[src/sar_adc_defines.svh]
// Register map, field positions and timing constants of the conversion control unit
// What this block does
// - Channel field, control bits 7..4, codes 0 to 2 route analog inputs 0 to 2.
// - Writing 1 to control bit 2 starts a conversion.
// - At completion the run bit clears in the same cycle the done flag sets.
// - Writing 0 to the run bit aborts; the aborted result is not valid.
// - Reset clears the run bit and stops the converter.
// - Control bit 1 is the done flag, set when a conversion completes.
// - Interrupt request is raised while done flag and enable bit 0 are both 1.
// - Done flag stays set until software clears it by a write.
// - Mode bit 6 selects resolution: 0 for 12 bits, 1 for 8 bits.
// - 8-bit result goes wholly to the high byte; low byte stays unchanged.
// - 12-bit result: upper 8 bits to high byte, lower 4 to low bits 7..4.
// - Division code: result-low bit 0 is MSB, mode bits 1..0 below; ratio 1/2^code.
// - 12-bit conversion lasts (52 / ratio + 2) third-instruction-cycle units.
// - 8-bit conversion lasts (32 / ratio + 2) third-instruction-cycle units.
// - Time doubles for first 12-bit conversion after reset or an 8-to-12 switch.
// - Reference ladder turns on at conversion start and off at its end.
`ifndef SAR_ADC_DEFINES_SVH
`define SAR_ADC_DEFINES_SVH

// Register indices; byte address is four times the index
`define IDX_CONTROL 16'hFE58
`define IDX_MODE 16'hFE59
`define IDX_RESULT_LOW 16'hFE5A
`define IDX_RESULT_HIGH 16'hFE5B
`define ADDR_W 18
`define BYTE_RESET 8'h00

// Field positions
`define CTL_CHAN_HI 7
`define CTL_CHAN_LO 4
`define CTL_RUN 2
`define CTL_DONE 1
`define CTL_IRQ_EN 0
`define MODE_RES8 6
`define MODE_DIV_HI 1
`define MODE_DIV_LO 0
`define LOW_DIV_B2 0
`define LOW_DATA_HI 7
`define LOW_DATA_LO 4

// Conversion timing in units of one third of an instruction cycle
`define UNIT_TIME_NS 100
`define CLK_PERIOD_NS 10
`define UNIT_CYCLES (`UNIT_TIME_NS / `CLK_PERIOD_NS)
`define STEPS_12BIT 14'h0034
`define STEPS_8BIT 14'h0020
`define STEPS_EXTRA 14'h0002
`define UNITS_W 14
`define PRE_W 4

// Successive approximation start trials
`define TRIAL_12BIT 12'h800
`define TRIAL_8BIT 12'h080

`endif

[src/sar_adc_pkg.sv]
// Types shared by the conversion control unit
package sar_adc_pkg;
  typedef enum logic {CONV_IDLE, CONV_RUN} conv_state_t;
  typedef logic [11:0] sar_word_t;
endpackage : sar_adc_pkg

[src/conv_timer_if.sv]
// Link between the conversion sequencer and its time base
`timescale 1ns/1ps
`include "sar_adc_defines.svh"
interface conv_timer_if;
  logic start;
  logic stop;
  logic [`UNITS_W-1:0] target;
  logic tick;
  logic expire;
  modport timer (input start, input stop, input target, output tick, output expire);
  modport ctrl (output start, output stop, output target, input tick, input expire);
endinterface : conv_timer_if

[src/conv_timer.sv]
// Conversion time base: unit prescaler and unit counter
`timescale 1ns/1ps
`include "sar_adc_defines.svh"
module conv_timer (
  // Clock and reset
  input wire logic pclk,
  input wire logic presetn,
  // Sequencer side
  conv_timer_if.timer tif
);
  localparam logic [`PRE_W-1:0] PRE_LAST = `PRE_W'(`UNIT_CYCLES - 1);
  localparam logic [`UNITS_W-1:0] ONE = `UNITS_W'(1);

  logic [`PRE_W-1:0] pre_r;
  logic [`UNITS_W-1:0] units_r;
  logic busy_r;

  assign tif.tick = busy_r && (pre_r == PRE_LAST);
  assign tif.expire = tif.tick && (units_r == tif.target - ONE);

  always_ff @(posedge pclk or negedge presetn) begin
    if (!presetn) begin
      busy_r <= 1'b0;
    end else if (tif.start) begin
      busy_r <= 1'b1;
    end else if (tif.stop || tif.expire) begin
      busy_r <= 1'b0;
    end
  end

  always_ff @(posedge pclk or negedge presetn) begin
    if (!presetn) begin
      pre_r <= '0;
    end else if (tif.start || tif.tick) begin
      pre_r <= '0;
    end else if (busy_r) begin
      pre_r <= pre_r + `PRE_W'(1);
    end
  end

  always_ff @(posedge pclk or negedge presetn) begin
    if (!presetn) begin
      units_r <= '0;
    end else if (tif.start) begin
      units_r <= '0;
    end else if (tif.tick) begin
      units_r <= units_r + ONE;
    end
  end
endmodule : conv_timer

[src/sar_adc_control_unit.sv]
// Converter control unit: APB registers, conversion sequencer and SAR logic
`timescale 1ns/1ps
`include "sar_adc_defines.svh"
module sar_adc_control_unit (
  // APB slave
  input wire logic pclk,
  input wire logic presetn,
  input wire logic psel,
  input wire logic penable,
  input wire logic pwrite,
  input wire logic [`ADDR_W-1:0] paddr,
  input wire logic [31:0] pwdata,
  output logic [31:0] prdata,
  output logic pready,
  output logic pslverr,
  // Analog front end
  output logic [2:0] analog_input_sel,
  output logic ladder_on,
  output logic [11:0] ladder_code,
  input wire logic comp_above,
  // Interrupt request
  output logic done_irq
);
  localparam logic [`ADDR_W-1:0] A_CTL = `ADDR_W'({`IDX_CONTROL, 2'b00});
  localparam logic [`ADDR_W-1:0] A_MODE = `ADDR_W'({`IDX_MODE, 2'b00});
  localparam logic [`ADDR_W-1:0] A_LOW = `ADDR_W'({`IDX_RESULT_LOW, 2'b00});
  localparam logic [`ADDR_W-1:0] A_HIGH = `ADDR_W'({`IDX_RESULT_HIGH, 2'b00});

  conv_timer_if tif ();

  sar_adc_pkg::conv_state_t st_r;
  logic [7:0] ctl_r;
  logic [7:0] mode_r;
  logic [7:0] low_r;
  logic [7:0] high_r;
  logic [31:0] prdata_r;
  logic res8_q;
  logic dbl_q;
  logic [2:0] div_q;
  logic first12_r;
  sar_adc_pkg::sar_word_t sar_r;
  sar_adc_pkg::sar_word_t trial_r;
  logic [`UNITS_W-1:0] base_units;

  logic acc;
  logic hit;
  logic wr_ctl;
  logic wr_mode;
  logic wr_low;
  logic wr_high;
  logic start_req;
  logic abort_req;
  logic done_evt;

  // APB decode; zero wait states, unmapped addresses answer with an error
  assign acc = psel && penable;
  assign hit = (paddr == A_CTL) || (paddr == A_MODE) || (paddr == A_LOW) || (paddr == A_HIGH);
  assign pready = acc;
  assign pslverr = acc && !hit;
  assign prdata = prdata_r;
  assign wr_ctl = acc && pwrite && (paddr == A_CTL);
  assign wr_mode = acc && pwrite && (paddr == A_MODE);
  assign wr_low = acc && pwrite && (paddr == A_LOW);
  assign wr_high = acc && pwrite && (paddr == A_HIGH);

  assign start_req = wr_ctl && pwdata[`CTL_RUN] && (st_r == sar_adc_pkg::CONV_IDLE);
  assign abort_req = wr_ctl && !pwdata[`CTL_RUN] && (st_r == sar_adc_pkg::CONV_RUN);
  assign done_evt = (st_r == sar_adc_pkg::CONV_RUN) && tif.expire;

  // Read data captured in the setup phase so it leaves a flip-flop
  always_ff @(posedge pclk or negedge presetn) begin
    if (!presetn) begin
      prdata_r <= 32'h0000_0000;
    end else if (psel && !penable && !pwrite) begin
      case (paddr)
        A_CTL: prdata_r <= {24'h00_0000, ctl_r};
        A_MODE: prdata_r <= {24'h00_0000, mode_r};
        A_LOW: prdata_r <= {24'h00_0000, low_r};
        A_HIGH: prdata_r <= {24'h00_0000, high_r};
        default: prdata_r <= 32'h0000_0000;
      endcase
    end
  end

  // Control register; completion beats a same-cycle write to run and done
  always_ff @(posedge pclk or negedge presetn) begin
    if (!presetn) begin
      ctl_r <= `BYTE_RESET;
    end else begin
      if (wr_ctl) begin
        ctl_r[`CTL_CHAN_HI:`CTL_CHAN_LO+1] <= pwdata[`CTL_CHAN_HI:`CTL_CHAN_LO+1];
        ctl_r[`CTL_CHAN_LO] <= pwdata[`CTL_CHAN_LO];
        ctl_r[`CTL_CHAN_LO-1] <= pwdata[`CTL_CHAN_LO-1];
        ctl_r[`CTL_IRQ_EN] <= pwdata[`CTL_IRQ_EN];
        ctl_r[`CTL_RUN] <= pwdata[`CTL_RUN];
        if (!pwdata[`CTL_DONE]) begin
          ctl_r[`CTL_DONE] <= 1'b0;
        end
      end
      if (done_evt) begin
        ctl_r[`CTL_RUN] <= 1'b0;
        ctl_r[`CTL_DONE] <= 1'b1;
      end
    end
  end

  always_ff @(posedge pclk or negedge presetn) begin
    if (!presetn) begin
      mode_r <= `BYTE_RESET;
    end else if (wr_mode) begin
      mode_r <= pwdata[7:0];
    end
  end

  // First 12-bit conversion after reset or after an 8-to-12 switch runs doubled
  always_ff @(posedge pclk or negedge presetn) begin
    if (!presetn) begin
      first12_r <= 1'b1;
    end else if (wr_mode && mode_r[`MODE_RES8] && !pwdata[`MODE_RES8]) begin
      first12_r <= 1'b1;
    end else if (done_evt && !res8_q) begin
      first12_r <= 1'b0;
    end
  end

  // Settings held steady for the whole conversion
  always_ff @(posedge pclk or negedge presetn) begin
    if (!presetn) begin
      res8_q <= 1'b0;
      dbl_q <= 1'b0;
      div_q <= 3'h0;
    end else if (start_req) begin
      res8_q <= mode_r[`MODE_RES8];
      dbl_q <= first12_r && !mode_r[`MODE_RES8];
      div_q <= {low_r[`LOW_DIV_B2], mode_r[`MODE_DIV_HI:`MODE_DIV_LO]};
    end
  end

  // Conversion length in units: steps scaled by the division ratio plus two
  assign base_units = ((res8_q ? `STEPS_8BIT : `STEPS_12BIT) << div_q)
                      + `STEPS_EXTRA;
  assign tif.target = dbl_q ? (base_units << 1) : base_units;
  assign tif.start = start_req;
  assign tif.stop = abort_req;

  conv_timer u_timer (
    .pclk(pclk),
    .presetn(presetn),
    .tif(tif)
  );

  always_ff @(posedge pclk or negedge presetn) begin
    if (!presetn) begin
      st_r <= sar_adc_pkg::CONV_IDLE;
    end else begin
      case (st_r)
        sar_adc_pkg::CONV_IDLE: begin
          if (start_req) begin
            st_r <= sar_adc_pkg::CONV_RUN;
          end
        end
        sar_adc_pkg::CONV_RUN: begin
          if (abort_req || done_evt) begin
            st_r <= sar_adc_pkg::CONV_IDLE;
          end
        end
        default: st_r <= sar_adc_pkg::CONV_IDLE;
      endcase
    end
  end

  // One trial per unit; the ladder has a full unit to settle before sampling
  always_ff @(posedge pclk or negedge presetn) begin
    if (!presetn) begin
      sar_r <= 12'h000;
      trial_r <= 12'h000;
    end else if (start_req) begin
      sar_r <= 12'h000;
      trial_r <= mode_r[`MODE_RES8] ? `TRIAL_8BIT : `TRIAL_12BIT;
    end else if (tif.tick && (st_r == sar_adc_pkg::CONV_RUN)) begin
      if (comp_above) begin
        sar_r <= sar_r | trial_r;
      end
      trial_r <= trial_r >> 1;
    end
  end

  always_ff @(posedge pclk or negedge presetn) begin
    if (!presetn) begin
      low_r <= `BYTE_RESET;
    end else if (done_evt && !res8_q) begin
      low_r[`LOW_DATA_HI:`LOW_DATA_LO] <= sar_r[3:0];
    end else if (wr_low) begin
      low_r <= pwdata[7:0];
    end
  end

  always_ff @(posedge pclk or negedge presetn) begin
    if (!presetn) begin
      high_r <= `BYTE_RESET;
    end else if (done_evt) begin
      high_r <= res8_q ? sar_r[7:0] : sar_r[11:4];
    end else if (wr_high) begin
      high_r <= pwdata[7:0];
    end
  end

  // Channel code 0 to 2 is one-hot onto the multiplexer; others select nothing
  always_comb begin
    analog_input_sel = 3'h0;
    case (ctl_r[`CTL_CHAN_HI:`CTL_CHAN_LO])
      4'h0: analog_input_sel = 3'h1;
      4'h1: analog_input_sel = 3'h2;
      4'h2: analog_input_sel = 3'h4;
      default: analog_input_sel = 3'h0;
    endcase
  end

  assign ladder_on = (st_r == sar_adc_pkg::CONV_RUN);
  assign ladder_code = sar_r | trial_r;
  assign done_irq = ctl_r[`CTL_DONE] && ctl_r[`CTL_IRQ_EN];

  // Checks
  logic [17:0] run_cnt_r;
  logic [17:0] exp_cycles;

  always_ff @(posedge pclk or negedge presetn) begin
    if (!presetn) begin
      run_cnt_r <= 18'h00000;
    end else if (start_req) begin
      run_cnt_r <= 18'h00001;
    end else if (st_r == sar_adc_pkg::CONV_RUN) begin
      run_cnt_r <= run_cnt_r + 18'h00001;
    end
  end

  assign exp_cycles = 18'(((dbl_q ? 2 : 1) * ((res8_q ? 32 : 52) * (1 << div_q) + 2))
                          * `UNIT_CYCLES);
endmodule : sar_adc_control_unit

[config.mk]
export PLATFORM = sky130hd
export DESIGN_NAME = sar_adc_control_unit
export DESIGN_NICKNAME = d
export VERILOG_FILES = /design/src/sar_adc_pkg.sv /design/src/conv_timer_if.sv /design/src/conv_timer.sv /design/src/sar_adc_control_unit.sv
export VERILOG_INCLUDE_DIRS = /design/src
export SDC_FILE = /design/constraint.sdc
export NUM_CORES = 1
export LEC_CHECK = 0
export BUFFER_PORTS_ARGS = -buffer_cell sky130_fd_sc_hd__buf_4
export CAP_MARGIN = 10
export CORE_ASPECT_RATIO = 1.1
export CORE_MARGIN = 10
export CORE_UTILIZATION = 50
export CTS_BUF_LIST = sky130_fd_sc_hd__clkbuf_4
export DETAILED_ROUTE_END_ITERATION = 10
export HOLD_SLACK_MARGIN = 0.03
export PLACE_DENSITY = 0.78
export SLEW_MARGIN = 20
export SYNTH_ARGS = -nofsm -noshare
export SYNTH_HDL_FRONTEND = slang
export SYNTH_SLANG_ARGS = --single-unit
[constraint.sdc]
create_clock -name pclk -period 3.1 [get_ports pclk]
set_input_delay 0.62 -clock pclk [delete_from_list [all_inputs] [get_ports pclk]]
set_output_delay 0.62 -clock pclk [all_outputs]
set_load 0.05 [all_outputs]
## Word-level counts from Yosys, hierarchy flattened

Index checks and enable logic that the tools add are counted.

- Add/subtract/negate cells: 4
- Shifts and indexed selects: 1
- Bitwise gates (word level): 3
- Reduce and logical (&&, ||, !) cells: 48
- Equal/unequal tests: 9
- Muxes and demuxes: 29

Operator list:

| kind | count |
|---|---|
| $eq A18 B18 Y1 const B | 4 |
| $mux W12 | 6 |
| $mux W14 | 3 |
| $mux W8 | 4 |
| $pmux W8 S4 | 1 |
| $logic_and A1 B1 Y1 | 22 |
| $reduce_bool A2 Y1 | 9 |
| $add A14 B1 Y14 const B | 1 |
| $add A14 B2 Y14 const B | 1 |
| $eq A14 B14 Y1 | 1 |
| $shl A6 B3 Y14 | 1 |
| $sub A14 B1 Y14 const B | 1 |
| $mux W4 | 3 |
| $or A12 B12 Y12 | 1 |
| $pmux W3 S3 | 1 |
| $logic_not A1 Y1 | 7 |
| $mux W1 | 7 |
| $logic_or A1 B1 Y1 | 6 |
| $reduce_and A2 Y1 | 3 |
| $mux W5 | 1 |
| $add A4 B1 Y4 const B | 1 |
| $eq A4 B1 Y1 const B | 1 |
| $eq A4 B2 Y1 const B | 1 |
| $eq A4 B4 Y1 const B | 1 |
| 6 further kinds | 7 |

- Register bits: 114
- Logic and storage cells: 112
- Bits of input ports: 56
- Output and inout port bits: 51

## Logic depth before layout (Yosys ltp)

- Depth in word-level cells: 11
- Mapped depth: 10
- Gate-level depth less buffers: 9

## By module

From an unflattened synthesis, not the netlist that was laid out.

- Cells, all modules: 554
- Area, all modules: 5385.2 µm²

Modules (own cells, without submodules):

| module | area each (µm²) | seq. area each (µm²) | cells an instance | instances |
|---|---|---|---|---|
| sar_adc_control_unit | 3890.0 | 1778.0 | 389 | 1 |
| conv_timer | 1495.2 | 475.5 | 165 | 1 |

## Least setup slack after synthesis

No wires, ideal clock.

- Path kind: flip-flop to output port
- From: reg ctl_r[5]
- To: out analog_input_sel[1]
- Cell stages (with the launch flop): 2
- Data required time: 2.480 ns
- Data arrival time: 2.071 ns
- Buffers on the path: 0
- Path slack: 0.409 ns
- Path through: dfrtp_1 nor4b_1

- Word-level cells in the longest chain between the ends: 2
- Elaborated cells on any way between the ends: 4
- Classes of those cells: eq/ne: 2; mux: 1; reduce/logical: 1

RTL lines:

| what | RTL line | RTL |
|---|---|---|
| start, declared | sar_adc_control_unit.sv:32 | `logic [7:0] ctl_r;` |
| start signal, assigned | sar_adc_control_unit.sv:88 | `` ctl_r <= `BYTE_RESET; `` |
| start signal, assigned by index | sar_adc_control_unit.sv:91 | `` ctl_r[`CTL_CHAN_HI:`CTL_CHAN_LO+1] <= pwdata[`CTL_CHAN_HI:`CTL_CHAN_LO+1]; `` |
| start signal, assigned by index | sar_adc_control_unit.sv:92 | `` ctl_r[`CTL_CHAN_LO] <= pwdata[`CTL_CHAN_LO]; `` |
| $eq A4 B2 Y1 (tied with other cells) | sar_adc_control_unit.sv:211 | `` case (ctl_r[`CTL_CHAN_HI:`CTL_CHAN_LO]) `` |
| $pmux W3 S3 * | sar_adc_control_unit.sv:211 |  |
| end, declared | sar_adc_control_unit.sv:17 | `output logic [2:0] analog_input_sel,` |

Every way passes the cells marked *; elsewhere a longest branch is shown, timed or not.

## Final worst setup path

- From: reg res8_q
- To: reg low_r[0]

- Word-level cells in the longest chain between the ends: 11
- Elaborated cells on any way between the ends: 12
- Classes of those cells: add/sub: 2; eq/ne: 1; shift: 1; mux: 2; bitwise: 1; reduce/logical: 5

RTL lines:

| what | RTL line | RTL |
|---|---|---|
| start, declared | sar_adc_control_unit.sv:37 | `logic res8_q;` |
| start signal, assigned | sar_adc_control_unit.sv:133 | `` res8_q <= mode_r[`MODE_RES8]; `` |
| $mux W5 (no source line) | - |  |
| $shl A6 B3 Y14 | sar_adc_control_unit.sv:140 | `` assign base_units = ((res8_q ? `STEPS_8BIT : `STEPS_12BIT) << div_q) `` |
| $add A14 B2 Y14 (no source line) | - |  |
| $mux W14 | sar_adc_control_unit.sv:142 | `assign tif.target = dbl_q ? (base_units << 1) : base_units;` |
| $sub A14 B1 Y14 | conv_timer.sv:19 | `assign tif.expire = tif.tick && (units_r == tif.target - ONE);` |
| $eq A14 B14 Y1 | conv_timer.sv:19 |  |
| $logic_and A1 B1 Y1 | conv_timer.sv:19 |  |
| $logic_and A1 B1 Y1 | sar_adc_control_unit.sv:68 | `assign done_evt = (st_r == sar_adc_pkg::CONV_RUN) && tif.expire;` |
| $logic_and A1 B1 Y1 * | sar_adc_control_unit.sv:191 | `end else if (done_evt && !res8_q) begin` |
| $not A1 Y1 (no source line) * | - |  |
| $reduce_and A2 Y1 (no source line) * | - |  |
| end signal, assigned | sar_adc_control_unit.sv:190 | `` low_r <= `BYTE_RESET; `` |
| end signal, assigned by index | sar_adc_control_unit.sv:192 | `` low_r[`LOW_DATA_HI:`LOW_DATA_LO] <= sar_r[3:0]; `` |
| end signal, assigned | sar_adc_control_unit.sv:194 | `low_r <= pwdata[7:0];` |
| end, declared | sar_adc_control_unit.sv:34 | `logic [7:0] low_r;` |

Marks and branches as above.
A chain may end at the register's enable or synchronous reset.

==> results_dict.tcl <==
set metrics [dict create \
    setup.worst_path.end "low_r[0]" \
    dr.pass1.iters 4 \
    rsz0062_at_grt "no" \
    synth_top_area_cell "sky130_fd_sc_hd__dfrtp_1" \
    dominantRegCellSynth "sky130_fd_sc_hd__dfrtp_1" \
    vias_in_the_first_global_route 3738 \
    grt_overflow_total 0 \
    dieArea_sq_um 14300 \
    synth-seq-cells 90 \
    synth_enable_flop_cells 0 \
    slack_of_the_worst_reg_to_reg_path_ns 0.17 \
    worstPathRequired_ns 3.44 \
    die_h_um 124 \
    critical_path.reg2reg.startpoint "res8_q" \
    cts.clk_slew.worst_paths_ns 0.15 \
    grt-busiest-layer "met2" \
    power.switching_fraction 0.276 \
    drt-vias-per-instance 5.52 \
    core-area_sq_um 9750 \
    drcViolationCount 0 \
    grt_use_total 0.159 \
    cp_num_buf_inv 0 \
    area.growth.synth_to_final_pct 13.1 \
    syn-mean-instance-area_sq_um 10.0 \
    top_level_ports 107 \
    static_leakage_uw 0.00256 \
    groute.layer.met2.usage 0.259 \
    r2r.worst_path.cells 7 \
    yosysSeqAreaShare 0.456 \
    syn-cell-area_sq_um 4940 \
    run_status "finished, final reports clean" \
    hold_path_class "input pin to async pin" \
    timing_hold_violations_final 0 \
    grt_first_pass_wirelength_mm 18.8 \
    cts.sink_count 90 \
    critical-path-slowest-cell "sky130_fd_sc_hd__dfrtp_1" \
    utilization 0.574 \
    yosys-top-cells-count "sky130_fd_sc_hd__dfrtp_1, sky130_fd_sc_hd__nand2_1, sky130_fd_sc_hd__nor2_1, sky130_fd_sc_hd__o21ai_0, sky130_fd_sc_hd__mux2i_1" \
    drt-initial-drc-count 351 \
    cp_cell_sequence "or4_1, or3_1, a211oi_1, and4b_1, nand4_2, o21ai_2, mux2_2" \
    route.antenna.remaining_nets 0 \
    clkPwrFrac 0.307 \
    setup.worst_path.end_class "flip-flop" \
    cp-start-kind "flip-flop" \
    power_report.internal_total_uw 1390 \
    switching_power_uw 531 \
    pin_count_of_the_biggest_net_entering_global_routing 52 \
    worstSkewPairLatency_ns 0.45 \
    postSynth.asyncResetShare 1.00 \
    critPathArrivalTime_ns 3.27 \
    max-clock-path-buffers 2 \
    final_max_slew_viol_count 0 \
    endpoints_failing_setup 0 \
    rr_endpoint "low_r[0]" \
    drive_above_1_share 0.253 \
    path_max_fanout 14 \
    gp_routability_congestion 0.857 \
    clock-root-buffer "sky130_fd_sc_hd__clkbuf_4" \
    numPortBuffers 58 \
    cp_slowest_stage_delay_ns 0.56 \
    post-cts-setup-buffer-count 0 \
    power_per_cell_area_nw_per_um2 344 \
    relative_slew_margins 0.648 \
    start_util 0.507 \
    path_length_in_cells_of_the_critical_path 7 \
    synth_top_area_share 0.451 \
    max_clock_freq_ghz 0.342 \
    combPwrFrac 0.083 \
    synth.lib_cells_used.distinct 55 \
    timing.setup.tns_ns 0 \
    sequentialPowerShare 0.611 \
    syn_inst_count 493 \
    routed_wire_length_per_instance_um 16.8 \
    numCtsBuffers 9 \
    tightestPinTransition_ns 0.528 \
    family_of_cells_with_the_greatest_summed_delay_on_the_critical_path "simple AND/OR/NAND/NOR gates" \
    met1_global_route_usage 0.203 \
    dp.final_hpwl_mm 8.56 \
    yosysMostFrequentCell "sky130_fd_sc_hd__dfrtp_1" \
    design.final.nets 612 \
    synth.yosys.warnings 0 \
    placementRows 38 \
    timing.final.crit_share 0.944 \
    crit_type "flip-flop to flip-flop" \
    tritoncts "yes" \
    die_x_um 115 \
    gr_met3_demand_resource 0.0328 \
    startpoint "res8_q" \
    largest_vdd_supply_drop_mv 0.200 \
    htree_levels 3 \
    synthTopCellsByArea "sky130_fd_sc_hd__dfrtp_1, sky130_fd_sc_hd__mux2i_1, sky130_fd_sc_hd__nand2_1" \
    grt_antenna_before_repair 1 \
    postRouteWirelength_mm 11.4 \
    routed-via-count 3744 \
    finalCriticalPeriod_ns 2.93 \
    final.setup_skew_ns 0.0153 \
    maxCapViolations 0 \
]
[how the worst min path moves through the flow]
stage	to	start	slack, ns	cells past startpoint
2_1_floorplan	ctl_r[0]	presetn	0.32	0
3_3_place_gp	ctl_r[3]	ctl_r[3]	0.45	2
3_5_place_dp	ctl_r[3]	ctl_r[3]	0.47	2
4_1_cts	u_timer.units_r[9]	presetn	0.14	1
5_1_grt	u_timer.units_r[9]	presetn	0.14	1
6_report	u_timer.units_r[9]	presetn	0.12	1
[per-stage QoR]
stage,hold WS (ns),area [sq um],worst slack (ns),power [uW],instances
global placement,0.447,5460,0.204,1350,662
CTS,0.136,5580,0.0699,1930,677
finish,0.115,5590,0.172,1920,678
global route,0.140,5590,0.0466,2000,678
detailed placement,0.468,5460,0.0839,1360,662
floorplan,0.324,5030,0.409,1310,516
[cell type report]
type                       count  area, sq um
fill                         814         4160
sequential                    90         2260
timing repair buffer          72          566
tap                          120          150
antenna                        1         2.50
clock inverter                 5         40.0
multi-input combinational    374         2480
inverter                       6         22.5
clock buffer                  10         75.1
[layout by cell type, fill, tap and decap left out, types with 3 or more instances in the layout]
cell type,count
sky130_fd_sc_hd__dfrtp_1,87
sky130_fd_sc_hd__xnor2_1,7
sky130_fd_sc_hd__nand4_1,8
sky130_fd_sc_hd__inv_1,6
sky130_fd_sc_hd__nand2_1,68
sky130_fd_sc_hd__o21a_1,3
sky130_fd_sc_hd__and4b_1,6
sky130_fd_sc_hd__mux2_2,22
sky130_fd_sc_hd__mux4_2,8
sky130_fd_sc_hd__ha_1,3
sky130_fd_sc_hd__and3_1,6
sky130_fd_sc_hd__or4_1,4
sky130_fd_sc_hd__nor4bb_1,4
sky130_fd_sc_hd__clkinvlp_4,3
sky130_fd_sc_hd__nor4b_1,3
sky130_fd_sc_hd__buf_4,70
sky130_fd_sc_hd__xor2_1,14
sky130_fd_sc_hd__and2_1,5
sky130_fd_sc_hd__clkbuf_4,10
sky130_fd_sc_hd__or2_2,13
sky130_fd_sc_hd__nor3_1,3
sky130_fd_sc_hd__conb_1,24
sky130_fd_sc_hd__mux2i_1,26
sky130_fd_sc_hd__o31ai_1,3
sky130_fd_sc_hd__o21ai_0,28
sky130_fd_sc_hd__nand2b_1,10
sky130_fd_sc_hd__nor2_1,42
sky130_fd_sc_hd__nor3b_1,5
sky130_fd_sc_hd__a21boi_0,3
sky130_fd_sc_hd__a21oi_1,14
sky130_fd_sc_hd__nand3_1,14
[routing by layer]
layer / vias to the layer above / routed length, um
met5: - / 0
li1: 1795 / -
met4: 0 / 205
met1: 1830 / 4890
met2: 104 / 5700
met3: 15 / 608
[power groups by stage]
stage / Sequential, uW / Combinational, uW / Clock [uW]
floorplan: 1200 / 114 / 0
global placement: 1200 / 157 / 0
detailed placement: 1200 / 159 / 0
CTS: 1170 / 160 / 601
global route: 1170 / 170 / 652
finish: 1170 / 159 / 589
[registers in the layout, summed over array words and instances, names as in the netlist]
| register | flops |
|---|---|
| u_timer.units_r | 14 |
| sar_r | 12 |
| trial_r | 12 |
| ctl_r | 8 |
| high_r | 8 |
| low_r | 8 |
| mode_r | 8 |
| prdata | 8 |
| u_timer.pre_r | 4 |
| div_q | 3 |
| dbl_q | 1 |
| first12_r | 1 |
| ladder_on | 1 |
| res8_q | 1 |
| u_timer.busy_r | 1 |
[cell families after synthesis]
group / Yosys count / share of synthesized area
flip-flops: 90 / 0.456
multiplexers: 56 / 0.139
other: 1 / 0.000759
XOR/XNOR: 21 / 0.0372
buffers and inverters: 52 / 0.0615
adder cells (fa/ha/maj): 3 / 0.00759
AND/OR/NAND/NOR: 205 / 0.216
AO/OA/AOI/OAI: 65 / 0.0820
[worst register-to-register path, stage by stage, from the launching register on]
cell and delay, ns:
sky130_fd_sc_hd__dfrtp_1 0.56, sky130_fd_sc_hd__or4_1 0.56, sky130_fd_sc_hd__or3_1 0.32, sky130_fd_sc_hd__a211oi_1 0.24
sky130_fd_sc_hd__and4b_1 0.24, sky130_fd_sc_hd__nand4_2 0.20, sky130_fd_sc_hd__o21ai_2 0.32, sky130_fd_sc_hd__mux2_2 0.37
[timing repair]
item,CTS,global route
gates resized for setup,0,5
hold buffers,0,0
endpoints found under the setup margin,0,19
Power figures use the tool's default switching activity.
